<file path="src/rtl/sirc_pkg.sv">
package sirc_pkg;
    // ****************************************************************
    // Register map: logical device number and register index
    // ****************************************************************
    localparam logic [3:0] LDN_FIRST_PORT = 4'h4;
    localparam logic [3:0] LDN_SECOND_PORT = 4'h5;
    localparam logic [7:0] IDX_PORT_MODE = 8'hF0;
    localparam logic [7:0] IDX_IR_OPTION = 8'hF1;
    localparam logic [7:0] IDX_HD_TIMEOUT = 8'hF2;

    // ****************************************************************
    // Reset values and writable-bit masks
    // ****************************************************************
    localparam logic [7:0] RST_PORT_MODE = 8'h00;
    localparam logic [7:0] RST_IR_OPTION = 8'h02;
    localparam logic [7:0] RST_HD_TIMEOUT = 8'h03;
    localparam logic [7:0] MASK_FIRST_MODE = 8'h83;
    localparam logic [7:0] MASK_SECOND_MODE = 8'h03;
    localparam logic [7:0] MASK_IR_OPTION = 8'h7F;
    localparam logic [7:0] MASK_HD_TIMEOUT = 8'hFF;

    // ****************************************************************
    // Field positions
    // ****************************************************************
    localparam int BIT_MIDI = 0;
    localparam int BIT_HIGH_SPEED = 1;
    localparam int BIT_SHARE_IRQ = 7;
    localparam int BIT_RX_POL = 0;
    localparam int BIT_TX_POL = 1;
    localparam int BIT_HALF_DUPLEX = 2;
    localparam int BIT_MODE_LO = 3;
    localparam int BIT_MODE_HI = 5;
    localparam int BIT_IR_LOC = 6;

    // ****************************************************************
    // Link formats of the infrared mode field
    // ****************************************************************
    typedef enum logic [2:0] {
        IRM_STANDARD = 3'h0,
        IRM_IRDA = 3'h1,
        IRM_ASK = 3'h2,
        IRM_RESERVED = 3'h3
    } sirc_irmode_e;

    // ****************************************************************
    // Blanking time unit
    // ****************************************************************
    localparam int BLANK_UNIT_US = 100;
    localparam int CLK_MHZ = 125;
    localparam int BLANK_UNIT_CYCLES = BLANK_UNIT_US * CLK_MHZ;
    localparam int PRE_W = 14;

    // ****************************************************************
    // Receiver blanking states
    // ****************************************************************
    typedef enum logic [2:0] {
        BL_IDLE = 3'h1,
        BL_TX = 3'h2,
        BL_HOLD = 3'h4
    } sirc_blank_e;

    // ****************************************************************
    // Register port request
    // ****************************************************************
    typedef struct packed {
        logic [11:0] addr;
        logic [7:0] wdata;
        logic wr;
        logic rd;
    } sirc_req_s;
endpackage

</file>
<file path="src/rtl/sirc_top.sv">
// Summary of operation
// - Mode register bit 0 of each port enables MIDI support; off after reset.
// - Mode register bit 1 of each port enables high speed; off after reset.
// - First port mode bit 7 makes both ports drive one common interrupt.
// - Sharing with two assigned pins: both interrupt pins assert on either port.
// - Infrared option bit 0 sets receive polarity; active high after reset.
// - Infrared option bit 1 sets transmit polarity; active low after reset.
// - Infrared option bit 2 selects half duplex; full duplex after reset.
// - Three-bit mode field selects standard, IrDA, ASK-IR or reserved format.
// - Infrared option bit 6 moves infrared signals to the alternate pins.
// - Timeout register extends receiver blanking after transmit by 100 us steps.
//
// Decided for this implementation: the address-and-strobe port.
`timescale 1ns/100ps
`default_nettype none
module sirc_top
    import sirc_pkg::*;
#(
    parameter int UNIT_CYCLES = BLANK_UNIT_CYCLES
) (
    // Clock and reset
    input wire logic mclk,
    input wire logic rst_b,
    // Register port
    input wire sirc_req_s req,
    output logic [7:0] rdata,
    // Port configuration outputs
    output logic first_midi_en,
    output logic first_high_speed,
    output logic second_midi_en,
    output logic second_high_speed,
    output logic [2:0] ir_mode,
    // Interrupt requests from the two serial ports
    input wire logic first_port_irq,
    input wire logic second_port_irq,
    // Interrupt pins
    output logic first_irq_pin,
    output logic second_irq_pin,
    // Second port data on the logic side
    input wire logic second_port_tx,
    output logic second_port_rx,
    output logic rx_blanked,
    // Device pins
    input wire logic second_port_rx_pin,
    input wire logic alt_infrared_rx_pin,
    output logic second_port_tx_pin,
    output logic alt_infrared_tx_pin
);

    // ****************************************************************
    // State
    // ****************************************************************
    typedef struct packed {
        logic [7:0] p1_mode;
        logic [7:0] p2_mode;
        logic [7:0] ir_opt;
        logic [7:0] hd_tmo;
        logic [7:0] rdata;
        logic [1:0] rx_s1;
        logic [1:0] rx_s2;
        logic rx_out;
        logic tx_main;
        logic tx_alt;
        logic irq1;
        logic irq2;
        sirc_blank_e bl;
        logic [PRE_W-1:0] pre;
        logic [7:0] units;
    } sirc_state_s;

    sirc_state_s q;
    sirc_state_s d;

    // Address match against one logical device and index
    function automatic logic hit(input logic [11:0] a, input logic [3:0] ldn,
                                 input logic [7:0] idx);
        hit = (a[11:8] == ldn) && (a[7:0] == idx);
    endfunction

    // Keep only the implemented bits of a written byte
    function automatic logic [7:0] keep(input logic [7:0] v, input logic [7:0] m);
        keep = v & m;
    endfunction

    localparam logic [PRE_W-1:0] PRE_LAST = PRE_W'(UNIT_CYCLES - 1);

    // ****************************************************************
    // Decoded settings
    // ****************************************************************
    logic share;
    logic rx_pol_low;
    logic tx_pol_low;
    logic half;
    logic alt_loc;
    logic ir_on;
    logic tx_act;
    logic rx_sel;
    logic tx_idle;

    // Field views of the stored registers
    always_comb begin
        share = q.p1_mode[BIT_SHARE_IRQ];
        rx_pol_low = q.ir_opt[BIT_RX_POL];
        tx_pol_low = q.ir_opt[BIT_TX_POL];
        half = q.ir_opt[BIT_HALF_DUPLEX];
        alt_loc = q.ir_opt[BIT_IR_LOC];
        ir_on = q.ir_opt[BIT_MODE_HI:BIT_MODE_LO] != IRM_STANDARD;
        tx_act = half && ir_on && second_port_tx;
        rx_sel = alt_loc ? q.rx_s2[1] : q.rx_s2[0];
        tx_idle = ir_on ? tx_pol_low : 1'b1;
    end

    // ****************************************************************
    // Next-state logic
    // ****************************************************************
    // All state moves together; writes land in the registers at the next edge
    always_comb begin
        d = q;
        // Register writes, unused bits dropped so they read back zero
        if (req.wr) begin
            if (hit(req.addr, LDN_FIRST_PORT, IDX_PORT_MODE)) begin
                d.p1_mode = keep(req.wdata, MASK_FIRST_MODE);
            end
            if (hit(req.addr, LDN_SECOND_PORT, IDX_PORT_MODE)) begin
                d.p2_mode = keep(req.wdata, MASK_SECOND_MODE);
            end
            if (hit(req.addr, LDN_SECOND_PORT, IDX_IR_OPTION)) begin
                d.ir_opt = keep(req.wdata, MASK_IR_OPTION);
            end
            if (hit(req.addr, LDN_SECOND_PORT, IDX_HD_TIMEOUT)) begin
                d.hd_tmo = keep(req.wdata, MASK_HD_TIMEOUT);
            end
        end
        // Read data stands only in the cycle after the strobe
        d.rdata = 8'h00;
        if (req.rd) begin
            if (hit(req.addr, LDN_FIRST_PORT, IDX_PORT_MODE)) begin
                d.rdata = q.p1_mode;
            end else if (hit(req.addr, LDN_SECOND_PORT, IDX_PORT_MODE)) begin
                d.rdata = q.p2_mode;
            end else if (hit(req.addr, LDN_SECOND_PORT, IDX_IR_OPTION)) begin
                d.rdata = q.ir_opt;
            end else if (hit(req.addr, LDN_SECOND_PORT, IDX_HD_TIMEOUT)) begin
                d.rdata = q.hd_tmo;
            end
        end
        // Pin synchronisers: first stage feeds only the second
        d.rx_s1 = {alt_infrared_rx_pin, second_port_rx_pin};
        d.rx_s2 = q.rx_s1;
        // Interrupt routing; with sharing either source drives both pins
        d.irq1 = share ? (first_port_irq || second_port_irq) : first_port_irq;
        d.irq2 = share ? (first_port_irq || second_port_irq) : second_port_irq;
        // Receive path: polarity fix and blanking only in infrared formats
        if (ir_on) begin
            d.rx_out = (q.bl != BL_IDLE) ? 1'b0 : (rx_sel ^ rx_pol_low);
        end else begin
            d.rx_out = rx_sel;
        end
        // Transmit path: the unused pin rests at the idle level
        if (ir_on) begin
            d.tx_main = alt_loc ? tx_idle : (second_port_tx ^ tx_pol_low);
            d.tx_alt = alt_loc ? (second_port_tx ^ tx_pol_low) : tx_idle;
        end else begin
            d.tx_main = alt_loc ? tx_idle : second_port_tx;
            d.tx_alt = alt_loc ? second_port_tx : tx_idle;
        end
        // Blanking: while transmitting, then timeout units of 100 us
        unique case (q.bl)
            BL_IDLE: begin
                if (tx_act) begin
                    d.bl = BL_TX;
                end
            end
            BL_TX: begin
                if (!half || !ir_on) begin
                    d.bl = BL_IDLE;
                end else if (!tx_act) begin
                    d.pre = '0;
                    d.units = q.hd_tmo;
                    d.bl = (q.hd_tmo == 8'h00) ? BL_IDLE : BL_HOLD;
                end
            end
            BL_HOLD: begin
                if (!half || !ir_on) begin
                    d.bl = BL_IDLE;
                end else if (tx_act) begin
                    d.bl = BL_TX;
                end else if (q.pre == PRE_LAST) begin
                    d.pre = '0;
                    d.units = q.units - 8'h01;
                    if (q.units == 8'h01) begin
                        d.bl = BL_IDLE;
                    end
                end else begin
                    d.pre = q.pre + PRE_W'(1);
                end
            end
            default: begin
                d.bl = BL_IDLE;
            end
        endcase
    end

    // ****************************************************************
    // State register
    // ****************************************************************
    // Reset loads constants only; pins are re-sampled after release
    always_ff @(posedge mclk or negedge rst_b) begin
        if (!rst_b) begin
            q.p1_mode <= RST_PORT_MODE;
            q.p2_mode <= RST_PORT_MODE;
            q.ir_opt <= RST_IR_OPTION;
            q.hd_tmo <= RST_HD_TIMEOUT;
            q.rdata <= 8'h00;
            q.rx_s1 <= 2'h3;
            q.rx_s2 <= 2'h3;
            q.rx_out <= 1'b1;
            q.tx_main <= 1'b1;
            q.tx_alt <= 1'b1;
            q.irq1 <= 1'b0;
            q.irq2 <= 1'b0;
            q.bl <= BL_IDLE;
            q.pre <= '0;
            q.units <= 8'h00;
        end else begin
            q <= d;
        end
    end

    // ****************************************************************
    // Outputs
    // ****************************************************************
    // Everything here comes straight from flip-flops, except rx_blanked, which is decoded from the blanking state
    always_comb begin
        rdata = q.rdata;
        first_midi_en = q.p1_mode[BIT_MIDI];
        first_high_speed = q.p1_mode[BIT_HIGH_SPEED];
        second_midi_en = q.p2_mode[BIT_MIDI];
        second_high_speed = q.p2_mode[BIT_HIGH_SPEED];
        ir_mode = q.ir_opt[BIT_MODE_HI:BIT_MODE_LO];
        first_irq_pin = q.irq1;
        second_irq_pin = q.irq2;
        second_port_rx = q.rx_out;
        rx_blanked = q.bl != BL_IDLE;
        second_port_tx_pin = q.tx_main;
        alt_infrared_tx_pin = q.tx_alt;
    end
endmodule
`default_nettype wire

</file>
<file path="config.mk">
export PLATFORM = sky130hd
export DESIGN_NAME = sirc_top
export DESIGN_NICKNAME = d
export VERILOG_FILES = /design/src/rtl/sirc_pkg.sv /design/src/rtl/sirc_top.sv
export SDC_FILE = /design/constraint.sdc
export NUM_CORES = 1
export LEC_CHECK = 0
export BUFFER_PORTS_ARGS = -buffer_cell sky130_fd_sc_hd__buf_2
export CAP_MARGIN = 15
export CORE_MARGIN = 2
export CORE_UTILIZATION = 35
export CTS_CLUSTER_SIZE = 24
export DETAILED_ROUTE_END_ITERATION = 8
export SKIP_LAST_GASP = 1
export SYNTH_ARGS = -nofsm -noshare
export SYNTH_HDL_FRONTEND = slang
export SYNTH_SLANG_ARGS = --single-unit
</file>
<file path="constraint.sdc">
create_clock -name mclk -period 4.24 [get_ports mclk]
set_input_delay 0.636 -clock mclk [delete_from_list [all_inputs] [get_ports mclk]]
set_output_delay 0.636 -clock mclk [all_outputs]
set_load 0.02 [all_outputs]
</file>
==> impl_metrics.csv <==
group,metric,value,unit
clock_network,clock_latency,0.35,ns
synthesis,synth_warnings,0,
sta,finClkSkew,0.0112,ns
synthesis,syn_nets,345,
sta,tns,0,ns
routing,routed_wl,7400,um
power,leakage,1.60,nW
clock_network,clk_pin_slew_worst_paths,0.08,ns
clock_network,cts_tree,"done",
synthesis,synthFlopType,"dfrtp_1",
setup_path,critPathSlowestCell,"or4_1",
finish,fin_nets,378,
floorplan,rows,35,
routing,vias,2575,
finish,final_cell_area,3690,sq um
sta,slew_headroom,0.236,
sta,max_slew.worst_pin.slew,1.15,ns
floorplan,start_util,0.356,
finish,areaGrowthSynthToFinish,14.6,%
synthesis,syn-instance-count,313,
setup_path,rrSetupSlack,1.41,ns
routing,dr.pass1.iters,4,
routing,drtIter0Drc,136,
clock_network,cts_resized,0,
clock_network,ctsHoldBuffers,0,
run_status,status,"complete, no violations",
setup_path,critPathKind,"flip-flop to flip-flop",
placed_design,place_area,3470,sq um
clock_network,cts.path.max_buffers,2,
sta,layout_min_cycle_time,2.83,ns
synthesis,synth_top_cell_by_area,"dfrtp_1",
finish,n_antenna_cell,0,
clock_network,post_cts_buffers,0,
sta,rsz0062_at_grt,"false",
synthesis,synth_area_per_cell,10.3,sq um
power,worst_ir_drop_vdd,301,uV
synthesis,synthesis.area,3220,sq um
global_route,grt_pass1_wl,12300,um
synthesis,async_flop_share,1.00,
global_route,grt_util_all_layers,0.157,
setup_path,cp_common_cell,"or4_1",
setup_path,crit_arrival,3.07,ns
synthesis,synth_enable_flop_cells,0,
global_route,antenna_found_initial,0,
floorplan,die-area,9990,sq um
floorplan,die_width,100,um
setup_path,critPathCaptureType,"flip-flop",
clock_network,ctsRootBufferMaster,"clkbuf_8",
clock_network,cts.sinks,62,
synthesis,ys_top_cells_by_area,"dfrtp_1 40%, dfstp_2 9.0%, mux2_2 7.0%, a31oi_1 4.1%, nor2_1 2.8%",
sta,timing.final.max_slew_violations,0,
routing,ant_nets,0,
routing,route.detailed.drc,0,
synthesis,yosysMostFrequentCell,"dfrtp_1",
routing,viasPerCell,5.57,
setup_path,crit_chain,"or4_1 > or4_1 > o21a_4 > mux2_4",
finish,drive_above_1_share,0.293,
global_route,grt_overflow_total,0,
placed_design,dp_hpwl,5310,um
sta,setup_viol,0,
floorplan,die_h,100,um
global_route,grt_pass1_vias,2497,
routing,wl_per_cell,16.0,um
sta,hold_viol,0,
floorplan,coreArea,9060,sq um
setup_path,required,4.48,ns
setup_path,r2r_cells,4,
setup_path,r2r_end,"q[1]",
setup_path,cp_top_family,"simple AND/OR/NAND/NOR gates",
setup_path,r2r-start,"q[19]",
clock_network,htree_levels,3,
flow_run,maxCapViolCount,0,
synthesis,synth_seq_area_share,0.486,
placed_design,gp_congestion,0.808,
synthesis,synth_common_cells,"51 x dfrtp_1, 24 x nor2_1, 21 x a31oi_1",
setup_path,max_stage_delay,1.03,ns
synthesis,netlist-cell-type-count,54,
sta,max_freq,353,MHz
placed_design,portBuffers,49,
sta,fin_crit_sh,0.668,
global_route,grt_max_degree,39,
synthesis,ys_ff_latch,62,
setup_path,start_kind,"flip-flop",
setup_path,path_max_fanout,34,
finish,n_fill_cell,888,
synthesis,yosysTopAreaCellShare,0.396,
power,power.density,343,nW/um^2
floorplan,io_pins,50,
setup_path,critical_path_buf_inv_count,0,
min_path,hold_class,"input pin to async pin",
clock_network,cts_made_buffers,9,
area by class of cell:
cell class                      instances  area [sq um]  area share
Clock buffer                            9           124      0.0335
Clock inverter                          7           104      0.0281
Timing Repair Buffer                   52           268      0.0725
Inverter                               10          37.5      0.0102
Tap cell                              111           139      0.0376
Sequential cell                        62          1570       0.424
Multi-Input combinational cell        211          1460       0.395
flip-flops by register name, summed over array words and instances, names as in the netlist:
signal               count
d                        2
half                     1
second_port_tx_pin       1
q                       38
second_high_speed        1
alt_loc                  1
rdata                    8
first_midi_en            1
second_port_rx           1
first_high_speed         1
second_irq_pin           1
ir_mode                  3
second_midi_en           1
alt_infrared_tx_pin      1
first_irq_pin            1
kinds of logic after synthesis:
logic type | synth area share
xor+xnor | 0.00272
simple gates | 0.187
fa+ha+maj | 0.0116
compound gates | 0.168
mux | 0.0807
buf+inv | 0.0637
flops | 0.486
worst max path at each step:
stage,startpoint,to,cells past startpoint
2_1_floorplan,q[19],q[1],5
3_3_place_gp,q[19],q[1],4
3_5_place_dp,q[19],q[1],4
4_1_cts,q[19],q[1],4
5_1_grt,q[18],q[0],4
6_report,q[19],q[1],4
metrics by stage:
stage,utilization,hold WS (ns),worst slack (ns),total power (W),instances
floorplan,-,0.340,2.10,0.000641,313
finish,0.408,0.281,1.41,0.00127,462
global route,0.408,0.320,1.27,0.00132,462
CTS,0.408,0.312,1.42,0.00128,462
global placement,0.382,0.345,1.46,0.000676,445
detailed placement,0.382,0.347,1.43,0.000677,446
layout by cell type (no fill, tap or decap), types with 5 or more instances in the layout:
| cell | netlist | layout |
|---|---|---|
| a22oi_1 | 8 | 8 |
| nand3_1 | 6 | 6 |
| and3_1 | 6 | 6 |
| nand3b_1 | 10 | 10 |
| o21ai_0 | 6 | 6 |
| nor3_1 | 10 | 9 |
| mux2_2 | 20 | 20 |
| clkbuf_8 | 0 | 9 |
| inv_1 | 10 | 10 |
| a21oi_1 | 8 | 8 |
| dfrtp_1 | 51 | 51 |
| nand2_1 | 11 | 11 |
| dfstp_2 | 11 | 11 |
| nor2b_1 | 5 | 5 |
| buf_2 | 5 | 49 |
| or3_1 | 5 | 5 |
| a31oi_1 | 21 | 21 |
| nor2_1 | 24 | 24 |
| nor4_1 | 5 | 5 |
metal layers:
metal / wire length (um) / GRT usage / vias up
met4: 162 / 0.0622 / 0
met5: 0 / 0 / -
li1: - / - / 1239
met3: 304 / 0.0376 / 15
met1: 3440 / 0.210 / 1270
met2: 3490 / 0.247 / 51
power breakdown:
part	switching, W	leakage [nW]	internal, W	total (W)
Combinational	0.0000347	0.694	0.0000212	0.0000559
Sequential	0.00000574	0.791	0.000602	0.000608
Clock	0.000264	0.115	0.000339	0.000603
No activity file was read; power rests on OpenSTA's default activity.
